**config.mk**
```make
export PLATFORM = sky130hd
export DESIGN_NAME = adcc_ctrl
export DESIGN_NICKNAME = d
export VERILOG_FILES = /design/src/hw/adcc_pkg.sv /design/src/hw/adcc_ctrl.sv
export SDC_FILE = /design/constraint.sdc
export NUM_CORES = 1
export LEC_CHECK = 0
export BUFFER_PORTS_ARGS = -buffer_cell sky130_fd_sc_hd__buf_4
export CAP_MARGIN = 15
export CORE_UTILIZATION = 45
export CTS_BUF_LIST = sky130_fd_sc_hd__clkbuf_8
export CTS_CLUSTER_DIAMETER = 80
export DETAILED_ROUTE_END_ITERATION = 16
export PLACE_DENSITY_LB_ADDON = 0.3
export SYNTH_ARGS = -nofsm -noshare
export SYNTH_HDL_FRONTEND = slang
export SYNTH_SLANG_ARGS = --single-unit
```
**constraint.sdc**
```tcl
create_clock -name sys_clk_in -period 9.7 [get_ports sys_clk_in]
set_input_delay 1.94 -clock sys_clk_in [delete_from_list [all_inputs] [get_ports sys_clk_in]]
set_output_delay 1.94 -clock sys_clk_in [all_outputs]
set_load 0.1 [all_outputs]
```
**src/hw/adcc_pkg.sv**
```systemverilog
// Constants, register map and carrier types of the converter control block.
package adcc_pkg;

   // ********************
   // Register offsets (byte addresses)
   // ********************
   localparam logic [11:0] OFS_INT_STATUS = 12'h060;
   localparam logic [11:0] OFS_INT_ENABLE = 12'h064;
   localparam logic [11:0] OFS_RESULT_BASE = 12'h070;
   localparam logic [11:0] OFS_RESULT_LAST = 12'h0ac;
   localparam logic [11:0] OFS_CAL_OFFSET = 12'h0c0;
   localparam logic [11:0] OFS_CAL_PN = 12'h0cc;
   localparam logic [11:0] OFS_CAL_NM = 12'h0d8;
   localparam logic [11:0] OFS_DMA_SOURCE = 12'h0e0;
   localparam logic [11:0] OFS_CONTROL_ONE = 12'h0e8;
   localparam logic [11:0] OFS_CONTROL_TWO = 12'h0ec;
   localparam logic [11:0] OFS_LIMIT_LOW = 12'h0f4;
   localparam logic [11:0] OFS_LIMIT_HIGH = 12'h0f8;
   localparam logic [11:0] OFS_LIMIT_STATUS = 12'h0fc;
   localparam logic [11:0] OFS_TEMP_GAIN = 12'h100;
   localparam logic [11:0] OFS_AVG_SKIP = 12'h104;
   localparam logic [11:0] OFS_DATA_PATH = 12'h108;
   localparam logic [11:0] OFS_STATE = 12'h10c;

   // ********************
   // Reset values and writable masks
   // ********************
   localparam logic [31:0] RST_CONTROL_ONE = 32'h0000_00c0;
   localparam logic [31:0] RST_TEMP_GAIN = 32'h546a_546a;
   localparam logic [31:0] RST_AVG_SKIP = 32'h7000_0000;
   localparam logic [31:0] RST_DATA_PATH = 32'h8000_0000;
   localparam logic [31:0] WR_MASK_CONTROL_TWO = 32'hffff_f35f;
   localparam logic [31:0] WR_MASK_AVG_SKIP = 32'h08f7_ffff;
   localparam logic [31:0] WR_MASK_DATA_PATH = 32'hc000_0000;
   localparam logic [31:0] WR_MASK_LIMIT_STATUS = 32'h00ff_ffff;

   // ********************
   // Field positions
   // ********************
   localparam int BIT_ENABLE = 0;
   localparam int BIT_SOFT_RESET = 1;
   localparam int BIT_BUSY = 5;
   localparam int BIT_CAL_ARM = 6;
   localparam int BIT_CAL_DONE = 7;
   localparam int BIT_CAL_FAULT_CLR = 8;
   localparam int BIT_CONV_FAULT_CLR = 9;
   localparam int BIT_CAL_FAULT = 10;
   localparam int BIT_CONV_FAULT = 11;
   localparam int POS_MASK = 16;
   localparam int POS_LIMIT_EN = 8;
   localparam int POS_LIMIT_STAT = 24;
   localparam int POS_LIMIT_COND = 16;
   localparam int POS_INT_FLAGS = 14;
   localparam int POS_SKIP = 20;
   localparam int POS_AVG_CODE = 16;

   // ********************
   // Behaviour constants
   // ********************
   localparam logic [3:0] TEMP_CHANNEL = 4'ha;
   localparam logic [15:0] DEFAULT_SCAN = 16'h0fff;
   localparam int CAL_CYCLES = 4096;
   localparam logic [2:0] STATE_IDLE = 3'h0;
   localparam logic [2:0] STATE_AUTO = 3'h2;
   localparam logic [2:0] STATE_MANUAL = 3'h4;
   localparam logic [2:0] AVG_CODE_MAX = 3'h5;

   typedef enum logic [1:0] {
      CAL_IDLE = 2'b00,
      CAL_RUN = 2'b01,
      CAL_DONE = 2'b11
   } adcc_cal_t;

   typedef struct packed {
      logic [3:0] ch;
      logic [15:0] data;
   } adcc_sample_t;

   typedef struct packed {
      logic [8:0] offs;
      logic [31:0] pn;
      logic [8:0] nm;
   } adcc_cal_res_t;

endpackage : adcc_pkg

```
**src/hw/adcc_ctrl.sv**
```systemverilog
// Digital control, result and limit logic around the analog converter core.
//
// How it works
// Temperature sensor powered only when channel 10 selected.
// Software converts temperature channel alone, 2us setup.
// Control one bits 31:16 enable channel dividers.
// Scan mask in control two; zero scans twelve.
// Conversion fault flag bit 11, cleared by bit 9.
// Calibration fault flag bit 10 set on calibration error.
// Done flag bit 7; cleared by resets.
// Arm bit 6 lets enable write start calibration.
// Busy bit 5 while calibrating, sampling or converting.
// Soft reset bit 1 keeps calibration results.
// Enable sampled on falling edge; zero shuts down.
// Software waits 100us after enable before converting.
// Software disables only when idle, then checks status.
// Four comparators check shifted result against limits.
// Limit status bits 31:24 show above/below state.
// Two-bit trigger condition per comparator.
// Four-bit channel select per comparator.
// Sixteen-bit signed result per channel register.
// Skip 0 to 15 initial samples.
// Per-channel averaging of 2 to 64 points.
// Self-calibration lasts 4096 clock cycles.
// Software programs gain coefficients and data setting.
// Calibration fault cleared by clear bit held.
// Limit events set sticky flags, write one clears.
// Converter state code: 0 idle, 2 auto, 4 manual.
// Limits evaluated in the cycle a result lands.
`timescale 1ns/10ps
`default_nettype none

module adcc_ctrl
   import adcc_pkg::*;
(
   // Clock and reset
   input wire logic sys_clk_in,
   input wire logic reset_in,
   // Register port
   input wire logic [11:0] reg_addr_in,
   input wire logic [31:0] reg_wdata_in,
   input wire logic reg_wr_in,
   input wire logic reg_rd_in,
   output logic [31:0] reg_rdata_out,
   // Converter core status and data
   input wire logic sample_valid_in,
   input wire adcc_sample_t sample_in,
   input wire logic [3:0] selected_channel_in,
   input wire logic core_busy_in,
   input wire logic core_auto_in,
   input wire logic core_manual_in,
   input wire logic conv_fault_in,
   input wire logic cal_fault_in,
   input wire adcc_cal_res_t cal_result_in,
   // Converter core control
   output logic core_enable_out,
   output logic core_reset_out,
   output logic cal_active_out,
   output logic temp_sensor_power_out,
   output logic [15:0] divider_enable_mask_out,
   output logic [15:0] scan_channel_mask_out,
   output logic [1:0] data_path_setting_out
);

   // ********************
   // Helper functions
   // ********************
   // Right shift that turns an average sum back into one sample.
   function automatic logic [2:0] avg_shift(input logic [2:0] code);
      logic [2:0] c;
      c = (code > AVG_CODE_MAX) ? AVG_CODE_MAX : code;
      return 3'(c + 3'h1);
   endfunction : avg_shift

   function automatic logic limit_trig(input logic [1:0] cond, input logic old_f,
                                       input logic new_f);
      logic t;
      unique case (cond)
         2'h0: t = new_f;
         2'h1: t = new_f & ~old_f;
         2'h2: t = old_f & ~new_f;
         2'h3: t = new_f ^ old_f;
      endcase
      return t;
   endfunction : limit_trig

   // ********************
   // Registers
   // ********************
   logic [31:0] ctrl1_r, ctrl2_r, lim_low_r, lim_high_r, lim_sel_r;
   logic [31:0] gain_r, avg_skip_r, data_path_r;
   logic [7:0] int_en_r, int_flags_r, lim_stat_r;
   logic [15:0] result_r [16];
   logic [15:0] dma_r;
   logic conv_fault_r, cal_fault_r, en_sampled_r;
   adcc_cal_t cal_state_r;
   logic [11:0] cal_cnt_r;
   adcc_cal_res_t cal_res_r;
   logic signed [21:0] acc_r;
   logic [6:0] avg_cnt_r;
   logic [3:0] avg_ch_r, skip_cnt_r;
   logic [31:0] rdata_nxt;

   logic soft_rst, wr_ctrl2, wr_intsts, cal_start, cal_end;
   logic [2:0] conv_state;
   logic [3:0] skip_code;
   logic [2:0] shift;
   logic [6:0] points, base_cnt;
   logic signed [21:0] base_acc, sum;
   logic take, skipping, avg_on, res_we;
   logic [15:0] res_val;
   logic [3:0] res_ch;
   logic [7:0] lim_stat_nxt, lim_evt;
   logic [63:0] limits;

   assign soft_rst = reset_in | ctrl2_r[BIT_SOFT_RESET];
   assign wr_ctrl2 = reg_wr_in && reg_addr_in == OFS_CONTROL_TWO;
   assign wr_intsts = reg_wr_in && reg_addr_in == OFS_INT_STATUS;
   assign cal_start = wr_ctrl2 && reg_wdata_in[BIT_ENABLE] && ctrl2_r[BIT_CAL_ARM];
   assign cal_end = cal_state_r == CAL_RUN && cal_cnt_r == 12'(CAL_CYCLES - 1);
   assign conv_state = core_manual_in ? STATE_MANUAL :
                       core_auto_in ? STATE_AUTO : STATE_IDLE;

   // ********************
   // Software-written registers
   // ********************
   always_ff @(posedge sys_clk_in) begin
      if (reset_in) begin
         ctrl1_r <= RST_CONTROL_ONE;
         ctrl2_r <= '0;
         lim_low_r <= '0;
         lim_high_r <= '0;
         lim_sel_r <= '0;
         gain_r <= RST_TEMP_GAIN;
         avg_skip_r <= RST_AVG_SKIP;
         data_path_r <= RST_DATA_PATH;
         int_en_r <= '0;
      end else if (reg_wr_in) begin
         unique case (reg_addr_in)
            OFS_CONTROL_ONE: ctrl1_r <= reg_wdata_in;
            OFS_CONTROL_TWO: ctrl2_r <= reg_wdata_in & WR_MASK_CONTROL_TWO;
            OFS_LIMIT_LOW: lim_low_r <= reg_wdata_in;
            OFS_LIMIT_HIGH: lim_high_r <= reg_wdata_in;
            OFS_LIMIT_STATUS: lim_sel_r <= reg_wdata_in & WR_MASK_LIMIT_STATUS;
            OFS_TEMP_GAIN: gain_r <= reg_wdata_in;
            OFS_AVG_SKIP: avg_skip_r <= (reg_wdata_in & WR_MASK_AVG_SKIP) | RST_AVG_SKIP;
            OFS_DATA_PATH: data_path_r <= reg_wdata_in & WR_MASK_DATA_PATH;
            OFS_INT_ENABLE: int_en_r <= reg_wdata_in[POS_INT_FLAGS +: 8];
            default: ;
         endcase
      end
   end

   // ********************
   // Enable sampling on the falling edge
   // ********************
   always_ff @(negedge sys_clk_in) begin
      if (reset_in) begin
         en_sampled_r <= 1'b0;
      end else begin
         en_sampled_r <= ctrl2_r[BIT_ENABLE];
      end
   end

   // ********************
   // Self-calibration sequencer
   // ********************
   always_ff @(posedge sys_clk_in) begin
      if (soft_rst) begin
         cal_state_r <= CAL_IDLE;
         cal_cnt_r <= '0;
      end else begin
         unique case (cal_state_r)
            CAL_IDLE, CAL_DONE: begin
               cal_cnt_r <= '0;
               if (cal_start) begin
                  cal_state_r <= CAL_RUN;
               end
            end
            CAL_RUN: begin
               cal_cnt_r <= 12'(cal_cnt_r + 12'h1);
               if (cal_end) begin
                  cal_state_r <= CAL_DONE;
               end
            end
            default: cal_state_r <= CAL_IDLE;
         endcase
      end
   end

   // Calibration results survive the soft reset and a disable.
   always_ff @(posedge sys_clk_in) begin
      if (reset_in) begin
         cal_res_r <= '0;
      end else if (cal_end) begin
         cal_res_r <= cal_result_in;
      end
   end

   // ********************
   // Fault flags
   // ********************
   // A fault in the cycle of a clear still sets the flag.
   always_ff @(posedge sys_clk_in) begin
      if (soft_rst) begin
         conv_fault_r <= 1'b0;
         cal_fault_r <= 1'b0;
      end else begin
         if (conv_fault_in) begin
            conv_fault_r <= 1'b1;
         end else if (ctrl2_r[BIT_CONV_FAULT_CLR]) begin
            conv_fault_r <= 1'b0;
         end
         if (cal_fault_in && cal_state_r == CAL_RUN) begin
            cal_fault_r <= 1'b1;
         end else if (ctrl2_r[BIT_CAL_FAULT_CLR]) begin
            cal_fault_r <= 1'b0;
         end
      end
   end

   // ********************
   // Skip and averaging path
   // ********************
   always_comb begin
      skip_code = avg_skip_r[POS_SKIP +: 4];
      shift = avg_shift(avg_skip_r[POS_AVG_CODE +: 3]);
      points = 7'(7'h1 << shift);
      take = sample_valid_in && en_sampled_r && cal_state_r != CAL_RUN;
      skipping = skip_cnt_r < skip_code;
      avg_on = avg_skip_r[sample_in.ch];
      base_acc = (sample_in.ch == avg_ch_r) ? acc_r : '0;
      base_cnt = (sample_in.ch == avg_ch_r) ? avg_cnt_r : '0;
      sum = base_acc + 22'(signed'(sample_in.data));
      res_we = take && !skipping && (!avg_on || base_cnt == 7'(points - 7'h1));
      res_val = avg_on ? 16'(sum >>> shift) : sample_in.data;
      res_ch = sample_in.ch;
   end

   always_ff @(posedge sys_clk_in) begin
      if (soft_rst || !core_busy_in) begin
         skip_cnt_r <= '0;
         acc_r <= '0;
         avg_cnt_r <= '0;
         avg_ch_r <= '0;
      end else if (take) begin
         if (skipping) begin
            skip_cnt_r <= 4'(skip_cnt_r + 4'h1);
         end else if (avg_on && !res_we) begin
            acc_r <= sum;
            avg_cnt_r <= 7'(base_cnt + 7'h1);
            avg_ch_r <= sample_in.ch;
         end else begin
            acc_r <= '0;
            avg_cnt_r <= '0;
         end
      end
   end

   // ********************
   // Result storage
   // ********************
   always_ff @(posedge sys_clk_in) begin
      if (soft_rst) begin
         for (int i = 0; i < 16; i++) begin
            result_r[i] <= '0;
         end
         dma_r <= '0;
      end else if (res_we) begin
         result_r[res_ch] <= res_val;
         dma_r <= res_val;
      end
   end

   // ********************
   // Limit comparators
   // ********************
   always_comb begin
      logic [3:0] sel;
      logic signed [7:0] shifted, upper, lower;
      logic up, lo;
      sel = '0;
      shifted = '0;
      upper = '0;
      lower = '0;
      up = 1'b0;
      lo = 1'b0;
      limits = {lim_high_r, lim_low_r};
      lim_stat_nxt = lim_stat_r;
      lim_evt = '0;
      shifted = res_val[15:8];
      for (int k = 0; k < 4; k++) begin
         sel = lim_sel_r[4*k +: 4];
         upper = limits[16*k+8 +: 8];
         lower = limits[16*k +: 8];
         up = ctrl1_r[POS_LIMIT_EN+2*k+1] && shifted > upper;
         lo = ctrl1_r[POS_LIMIT_EN+2*k] && shifted < lower;
         if (res_we && res_ch == sel) begin
            lim_stat_nxt[2*k] = lo;
            lim_stat_nxt[2*k+1] = up;
            lim_evt[2*k] = limit_trig(lim_sel_r[POS_LIMIT_COND+2*k +: 2],
                                      lim_stat_r[2*k], lo);
            lim_evt[2*k+1] = limit_trig(lim_sel_r[POS_LIMIT_COND+2*k +: 2],
                                        lim_stat_r[2*k+1], up);
         end
      end
   end

   always_ff @(posedge sys_clk_in) begin
      if (soft_rst) begin
         lim_stat_r <= '0;
      end else begin
         lim_stat_r <= lim_stat_nxt;
      end
   end

   // A new event wins over a write-one clear in the same cycle.
   always_ff @(posedge sys_clk_in) begin
      if (soft_rst) begin
         int_flags_r <= '0;
      end else begin
         int_flags_r <= (int_flags_r
                         & ~(wr_intsts ? reg_wdata_in[POS_INT_FLAGS +: 8] : 8'h00))
                        | (lim_evt & int_en_r);
      end
   end

   // ********************
   // Core control outputs
   // ********************
   always_ff @(posedge sys_clk_in) begin
      if (reset_in) begin
         core_enable_out <= 1'b0;
         core_reset_out <= 1'b1;
         cal_active_out <= 1'b0;
         temp_sensor_power_out <= 1'b0;
         divider_enable_mask_out <= '0;
         scan_channel_mask_out <= DEFAULT_SCAN;
         data_path_setting_out <= RST_DATA_PATH[31:30];
      end else begin
         core_enable_out <= en_sampled_r;
         core_reset_out <= ctrl2_r[BIT_SOFT_RESET];
         cal_active_out <= cal_state_r == CAL_RUN;
         temp_sensor_power_out <= en_sampled_r && selected_channel_in == TEMP_CHANNEL;
         divider_enable_mask_out <= ctrl1_r[POS_MASK +: 16];
         scan_channel_mask_out <= (ctrl2_r[POS_MASK +: 16] == '0) ? DEFAULT_SCAN
                                  : ctrl2_r[POS_MASK +: 16];
         data_path_setting_out <= data_path_r[31:30];
      end
   end

   // ********************
   // Register read
   // ********************
   always_comb begin
      rdata_nxt = '0;
      if (reg_addr_in >= OFS_RESULT_BASE && reg_addr_in <= OFS_RESULT_LAST
          && reg_addr_in[1:0] == 2'b00) begin
         rdata_nxt = {16'h0000, result_r[4'(reg_addr_in[11:2] - OFS_RESULT_BASE[11:2])]};
      end else begin
         unique case (reg_addr_in)
            OFS_INT_STATUS: rdata_nxt = {10'h000, int_flags_r, 14'h0000};
            OFS_INT_ENABLE: rdata_nxt = {10'h000, int_en_r, 14'h0000};
            OFS_CAL_OFFSET: rdata_nxt = {23'h000000, cal_res_r.offs};
            OFS_CAL_PN: rdata_nxt = cal_res_r.pn;
            OFS_CAL_NM: rdata_nxt = {23'h000000, cal_res_r.nm};
            OFS_DMA_SOURCE: rdata_nxt = {16'h0000, dma_r};
            OFS_CONTROL_ONE: rdata_nxt = ctrl1_r;
            OFS_CONTROL_TWO: begin
               rdata_nxt = ctrl2_r;
               rdata_nxt[BIT_CONV_FAULT] = conv_fault_r;
               rdata_nxt[BIT_CAL_FAULT] = cal_fault_r;
               rdata_nxt[BIT_CAL_DONE] = cal_state_r == CAL_DONE;
               rdata_nxt[BIT_BUSY] = cal_state_r == CAL_RUN || core_busy_in;
            end
            OFS_LIMIT_LOW: rdata_nxt = lim_low_r;
            OFS_LIMIT_HIGH: rdata_nxt = lim_high_r;
            OFS_LIMIT_STATUS: rdata_nxt = {lim_stat_r, lim_sel_r[23:0]};
            OFS_TEMP_GAIN: rdata_nxt = gain_r;
            OFS_AVG_SKIP: rdata_nxt = avg_skip_r;
            OFS_DATA_PATH: rdata_nxt = data_path_r;
            OFS_STATE: rdata_nxt = {27'h0000000, ctrl2_r[BIT_SOFT_RESET], en_sampled_r,
                                    conv_state};
            default: rdata_nxt = '0;
         endcase
      end
   end

   always_ff @(posedge sys_clk_in) begin
      if (reset_in) begin
         reg_rdata_out <= '0;
      end else begin
         reg_rdata_out <= reg_rd_in ? rdata_nxt : 32'h0000_0000;
      end
   end

endmodule : adcc_ctrl

`default_nettype wire

```
* Word-level counts from Yosys, hierarchy flattened
Memories as Yosys holds them, arrays and structs flattened.
Cells that the tools add are included.
** Operators by class
- $add $sub $neg :: 7
- $lt $le $gt $ge :: 13
- Equality and inequality tests :: 40
- Shifts and indexed selects :: 2
- Muxes and demuxes :: 41
- Bitwise logic cells :: 47
- Reductions and logical operators :: 61
** Operators with widths (count)
- case mux 32 bit (15 select lines) :: 1
- == test 12 x 8 -> 1 bit, second input constant :: 9
- == test 12 x 9 -> 1 bit, second input constant :: 4
- two-way mux 16 bit :: 3
- two-way mux 22 bit :: 2
- > comparator 8 bit :: 4
- less-than comparator 8 bit :: 4
- case mux 1 bit (4 select lines) :: 8
- logical AND 1 bit :: 26
- == test 12 x 7 -> 1 bit, second input constant :: 2
- case mux 12 bit (2 select lines) :: 1
- AND reduction 2 bit :: 12
- adder 22 x 16 -> 22 bit :: 1
- >>> shifter 22 x 3 -> 16 bit :: 1
- == test 4 bit :: 5
- == test 2 bit, second input constant :: 9
- inverter 1 bit :: 18
- AND 1 bit :: 16
- AND 8 bit :: 2
- zero test 16 bit :: 1
- OR reduction 16 bit :: 1
- two-way mux 2 bit :: 7
- two-way mux 7 bit :: 2
- adder 12 x 1 -> 12 bit, second input constant :: 1
- other kinds (34) :: 71
** Storage, ports and cells
- Bits in registers :: 420
- RAM bits :: 256
- Bits of input ports :: 128
- Output and inout port bits :: 70
- Word-level logic and storage cells :: 248
- Memories kept :: 1
** Memory list
- result_r :: words 16, bits a word 16, read ports 1, clocked after memory_dff 0, write ports 16, line adcc_ctrl.sv:93 : logic [15:0] result_r [16];

* Logic depth before layout (Yosys ltp)
- Depth in word-level cells :: 13
- Mapped depth :: 35
- Mapped depth without buffers :: 30

==> flow_summary_export.csv <==
group,metric,value,unit
logic_synthesis,synth_edf_count,256,
clock_tree,clockBufferDepth,3,
global_route,grt_pass1_wl,159000,µm
logic_synthesis,ys_seq_area_share,49.0,%
floorplanning,rows,98,
layout,finalInstanceArea,0.0375,mm²
sta,max_freq,0.117,GHz
clock_tree,clock-sinks,676,
sta,tightest_slew,1.15,ns
critical_path,worst_setup_path_start_kind,"input pin",
sta,relSlewSlack,23.4,%
run_status,status,"complete, no violations",
sta,setup-tns-final,0,ns
critical_path,worstPathRequired,10.34,ns
layout,fill_cells,6574,
clock_tree,clk_latency,0.75,ns
power_and_ir_drop,swShare,24.3,%
global_route,grt_start_max_net_pins,178,
clock_tree,clkSlewWorstSetupHoldPaths,0.07,ns
detailed_routing,wl_per_cell,22.9,µm
critical_path,crit_slowest_cell,"and4_1",
sta,min_period_over_period,88.1,%
placed_design,dp_cells,4408,
detailed_routing,vias_per_cell,5.95,
detailed_routing,drc,0,
sta,finalCriticalPeriod,8.54,ns
critical_path,path_buf_inv,4,
global_route,antenna_found_initial,5,
layout,syn2layout_area_growth,14.3,%
power_and_ir_drop,p_seq_share,48.8,%
power_and_ir_drop,finalPower,6.13,mW
critical_path,cp.depth,30,
power_and_ir_drop,powerDensity,163,mW/mm²
detailed_routing,first_iter_violations,3603,
sta,rsz0062_at_grt,"false",
detailed_routing,routed_wl,106000,µm
placed_design,place_congestion,0.929,
global_route,grt_overflow_total,0,
floorplanning,core,0.0719,mm²
detailed_routing,drtPass1Iterations,8,
sta,slew_viol_final,0,
logic_synthesis,ys_types,94,
global_route,grt_pass1_vias,25887,
layout,multiInputGateArea,0.0153,mm²
power_and_ir_drop,clockPowerShare,45.0,%
clock_tree,ctsResizeCount,0,
logic_synthesis,synth-warning-count,0,
critical_path,reg2regPathDepth,5,
logic_synthesis,async_reset_ff_share,0,%
detailed_routing,ant_nets,0,
power_and_ir_drop,power_leakage,13.7,nW
clock_tree,root_buffer,"clkbuf_8",
critical_path,rr_endpoint,"result_r[0][1]",
critical_path,r2r_start,"en_sampled_r",
critical_path,worstPathArrival,9.18,ns
worst_hold_path,holdPathStages,2,
clock_tree,hold_buffers,0,
global_route,grt.total_usage,28.1,%
power_and_ir_drop,peakVddDrop,0.114,mV
detailed_routing,via_count,27497,
layout,layout-drive-gt1-share,16.0,%
logic_synthesis,synth_fp_nets,3708,
critical_path,endpoint_kind,"flip-flop",
critical_path,crit_type,"in2reg",
logic_synthesis,avgSynthCellArea,9.47,µm²
layout,utilization,52.2,%
critical_path,r2r_slack,1.41,ns
clock_tree,cts_inserted_buffers,113,
layout,regArea,0.0161,mm²
layout,stdcell_count,4625,
power_and_ir_drop,comb_power_share,6.2,%
clock_tree,cts_tree,"yes",
logic_synthesis,synth-seq-cells,676,
floorplanning,die-area,0.0740,mm²
placed_design,dpl_cell_area,0.0350,mm²
logic_synthesis,synth_flop_cell,"dfxtp_1",
logic_synthesis,syn_area,0.0328,mm²
sta,setup_violations,0,
logic_synthesis,synthCells,3464,
clock_tree,htreeDepth,3,
floorplanning,start_util,45.7,%
power_and_ir_drop,p_int,4.64,mW
power_and_ir_drop,switchingPower,1.49,mW
layout,fin_nets,3819,
critical_path,path_max_fanout,19,
placed_design,place.port_buffers,197,
floorplanning,die_x,272,µm
sta,fin_worst_skew,0.0570,ns
run,drv_cap,0,
placed_design,place_hpwl,71700,µm
critical_path,max_stage_delay,0.68,ns
sta,hold_viol_final,0,
critical_path,crit_family,"compound AO/OA/AOI/OAI gates",
floorplanning,die_h,272,µm
floorplanning,num_io_pins,198,
worst_hold_path,min_path_type,"reg2reg",
worst_hold_path,hold_path_end,"acc_r[0]",
worst_hold_path,min-delay-start,"acc_r[0]",
clock_tree,postCtsSetupRepairBufs,0,
-- placed cells by master (no fill, tap or decap), types with 9 or more instances in the layout --
cell type and count:
and2_1 33, nor2b_1 36, buf_4 252, nand2_2 10, nand3_1 42, clkinv_2 15, a22o_1 22, o211ai_1 15
mux2_2 11, a221oi_1 30, edfxtp_1 256, a211oi_1 17, nor2_1 378, a22oi_1 61, a31oi_1 25, a21o_1 22
clkbuf_8 140, nor3_1 23, dfxtp_1 420, xor2_1 24, a41o_1 9, mux4_2 90, xnor2_1 30, a21oi_1 307
ha_1 115, nand2b_1 31, o22ai_1 21, inv_1 157, a222oi_1 31, nor4_1 16, mux2i_1 26, and3_1 25
nand3b_1 21, o21ai_0 59, and4_1 11, o21a_1 19, nand4_1 22, clkinv_1 12, nand2_1 676
-- logic make-up after synthesis --
logic type	count (synthesis)	share of synthesized area, %
XOR/XNOR	55	1.49
adder cells (fa/ha/maj)	117	4.48
AND/OR/NAND/NOR	1384	18.6
buffers and inverters	386	4.54
multiplexers	129	7.42
flip-flops	676	49.0
AO/OA/AOI/OAI	717	14.4
-- routing by layer --
metal | vias to the layer above | global-route usage, % | wire length, µm
met3 | 214 | 6.10 | 11400
met4 | 4 | 10.1 | 3550
met1 | 13305 | 37.9 | 42600
met5 | - | 0 | 27
li1 | 12515 | - | -
met2 | 1459 | 44.5 | 48500
-- power by group through the flow --
stage / logic [mW] / clock network (mW) / registers [mW]
global placement: 0.370 / 0.00129 / 3.05
detailed placement: 0.373 / 0.00129 / 3.05
finish: 0.379 / 2.76 / 2.99
global route: 0.403 / 2.91 / 2.99
floorplan: 0.217 / 0.00129 / 3.05
CTS: 0.374 / 2.79 / 2.99
-- flip-flops by register name (all words and copies together), names as in the netlist, 8 cells and up --
signal	count
avg_skip_r	24
result_r	256
cal_cnt_r	12
gain_r	32
int_en_r	8
int_flags_r	8
acc_r	22
dma_r	16
lim_low_r	32
scan_channel_mask_out	16
lim_high_r	32
ctrl1_r	32
cal_res_r	50
ctrl2_r	28
reg_rdata_out	32
lim_sel_r	24
divider_enable_mask_out	16
lim_stat_r	8
-- cell type report --
type | instances | area share, %
inverter | 127 | 1.27
sequential | 676 | 42.9
clock buffer | 140 | 5.14
tap | 950 | 3.17
clock inverter | 75 | 1.54
antenna | 1 | 0.00667
multi-input combinational | 2402 | 40.8
timing repair buffer | 254 | 5.14
-- stage by stage --
stage | hold WS, ns | setup WS [ns]
floorplan | 0.427 | 1.13
global placement | 0.437 | 0.658
detailed placement | 0.443 | 0.572
CTS | 0.451 | 1.40
global route | 0.465 | 0.647
finish | 0.448 | 1.16
-- tightest hold or removal path: cells and delay by family, from the launching register on --
| family | cells | cell delay [ns] |
|---|---|---|
| DFF | 1 | 0.30 |
| AOI/OAI and AO/OA | 1 | 0.05 |
| and+or+nand+nor | 1 | 0.05 |
-- synth_stat cells, types with 8 or more instances --
master | count | area (µm²)
nor4_1 | 18 | 113
clkbuf_1 | 200 | 751
nand3_1 | 42 | 210
a22o_1 | 22 | 193
inv_1 | 125 | 469
o21ai_0 | 59 | 295
a221oi_1 | 31 | 272
buf_2 | 27 | 135
a222oi_1 | 31 | 310
and2_1 | 35 | 219
mux2i_1 | 27 | 270
and3_1 | 25 | 156
a211oi_1 | 17 | 128
buf_1 | 28 | 105
a22oi_1 | 61 | 458
a21oi_1 | 307 | 1540
edfxtp_1 | 256 | 7690
nor3_1 | 26 | 130
nand2b_1 | 31 | 194
nor2_1 | 382 | 1430
nand2_1 | 678 | 2540
a31oi_1 | 25 | 156
a21o_1 | 22 | 165
o211ai_1 | 15 | 113
mux4_2 | 90 | 2030
nor2b_1 | 36 | 225
and4_1 | 11 | 96.3
or3_1 | 9 | 56.3
mux2_2 | 11 | 124
o22ai_1 | 21 | 131
ha_1 | 115 | 1440
a21boi_0 | 8 | 60.1
a41o_1 | 9 | 90.1
xor2_1 | 24 | 210
nand4_1 | 22 | 138
o21a_1 | 19 | 143
nand2_2 | 8 | 50.1
nand3b_1 | 21 | 158
xnor2_1 | 30 | 263
dfxtp_1 | 420 | 8410
-- worst max path at each step --
stage                             start             end
after CTS                 sample_in[17]  int_flags_r[2]
after global routing      sample_in[17]  int_flags_r[2]
after detailed placement  sample_in[17]  int_flags_r[2]
after global placement    sample_in[17]  int_flags_r[2]
after floorplan           sample_in[18]  int_flags_r[6]
final                     sample_in[17]  int_flags_r[2]
Note: power is estimated with default switching activity, not from simulation.
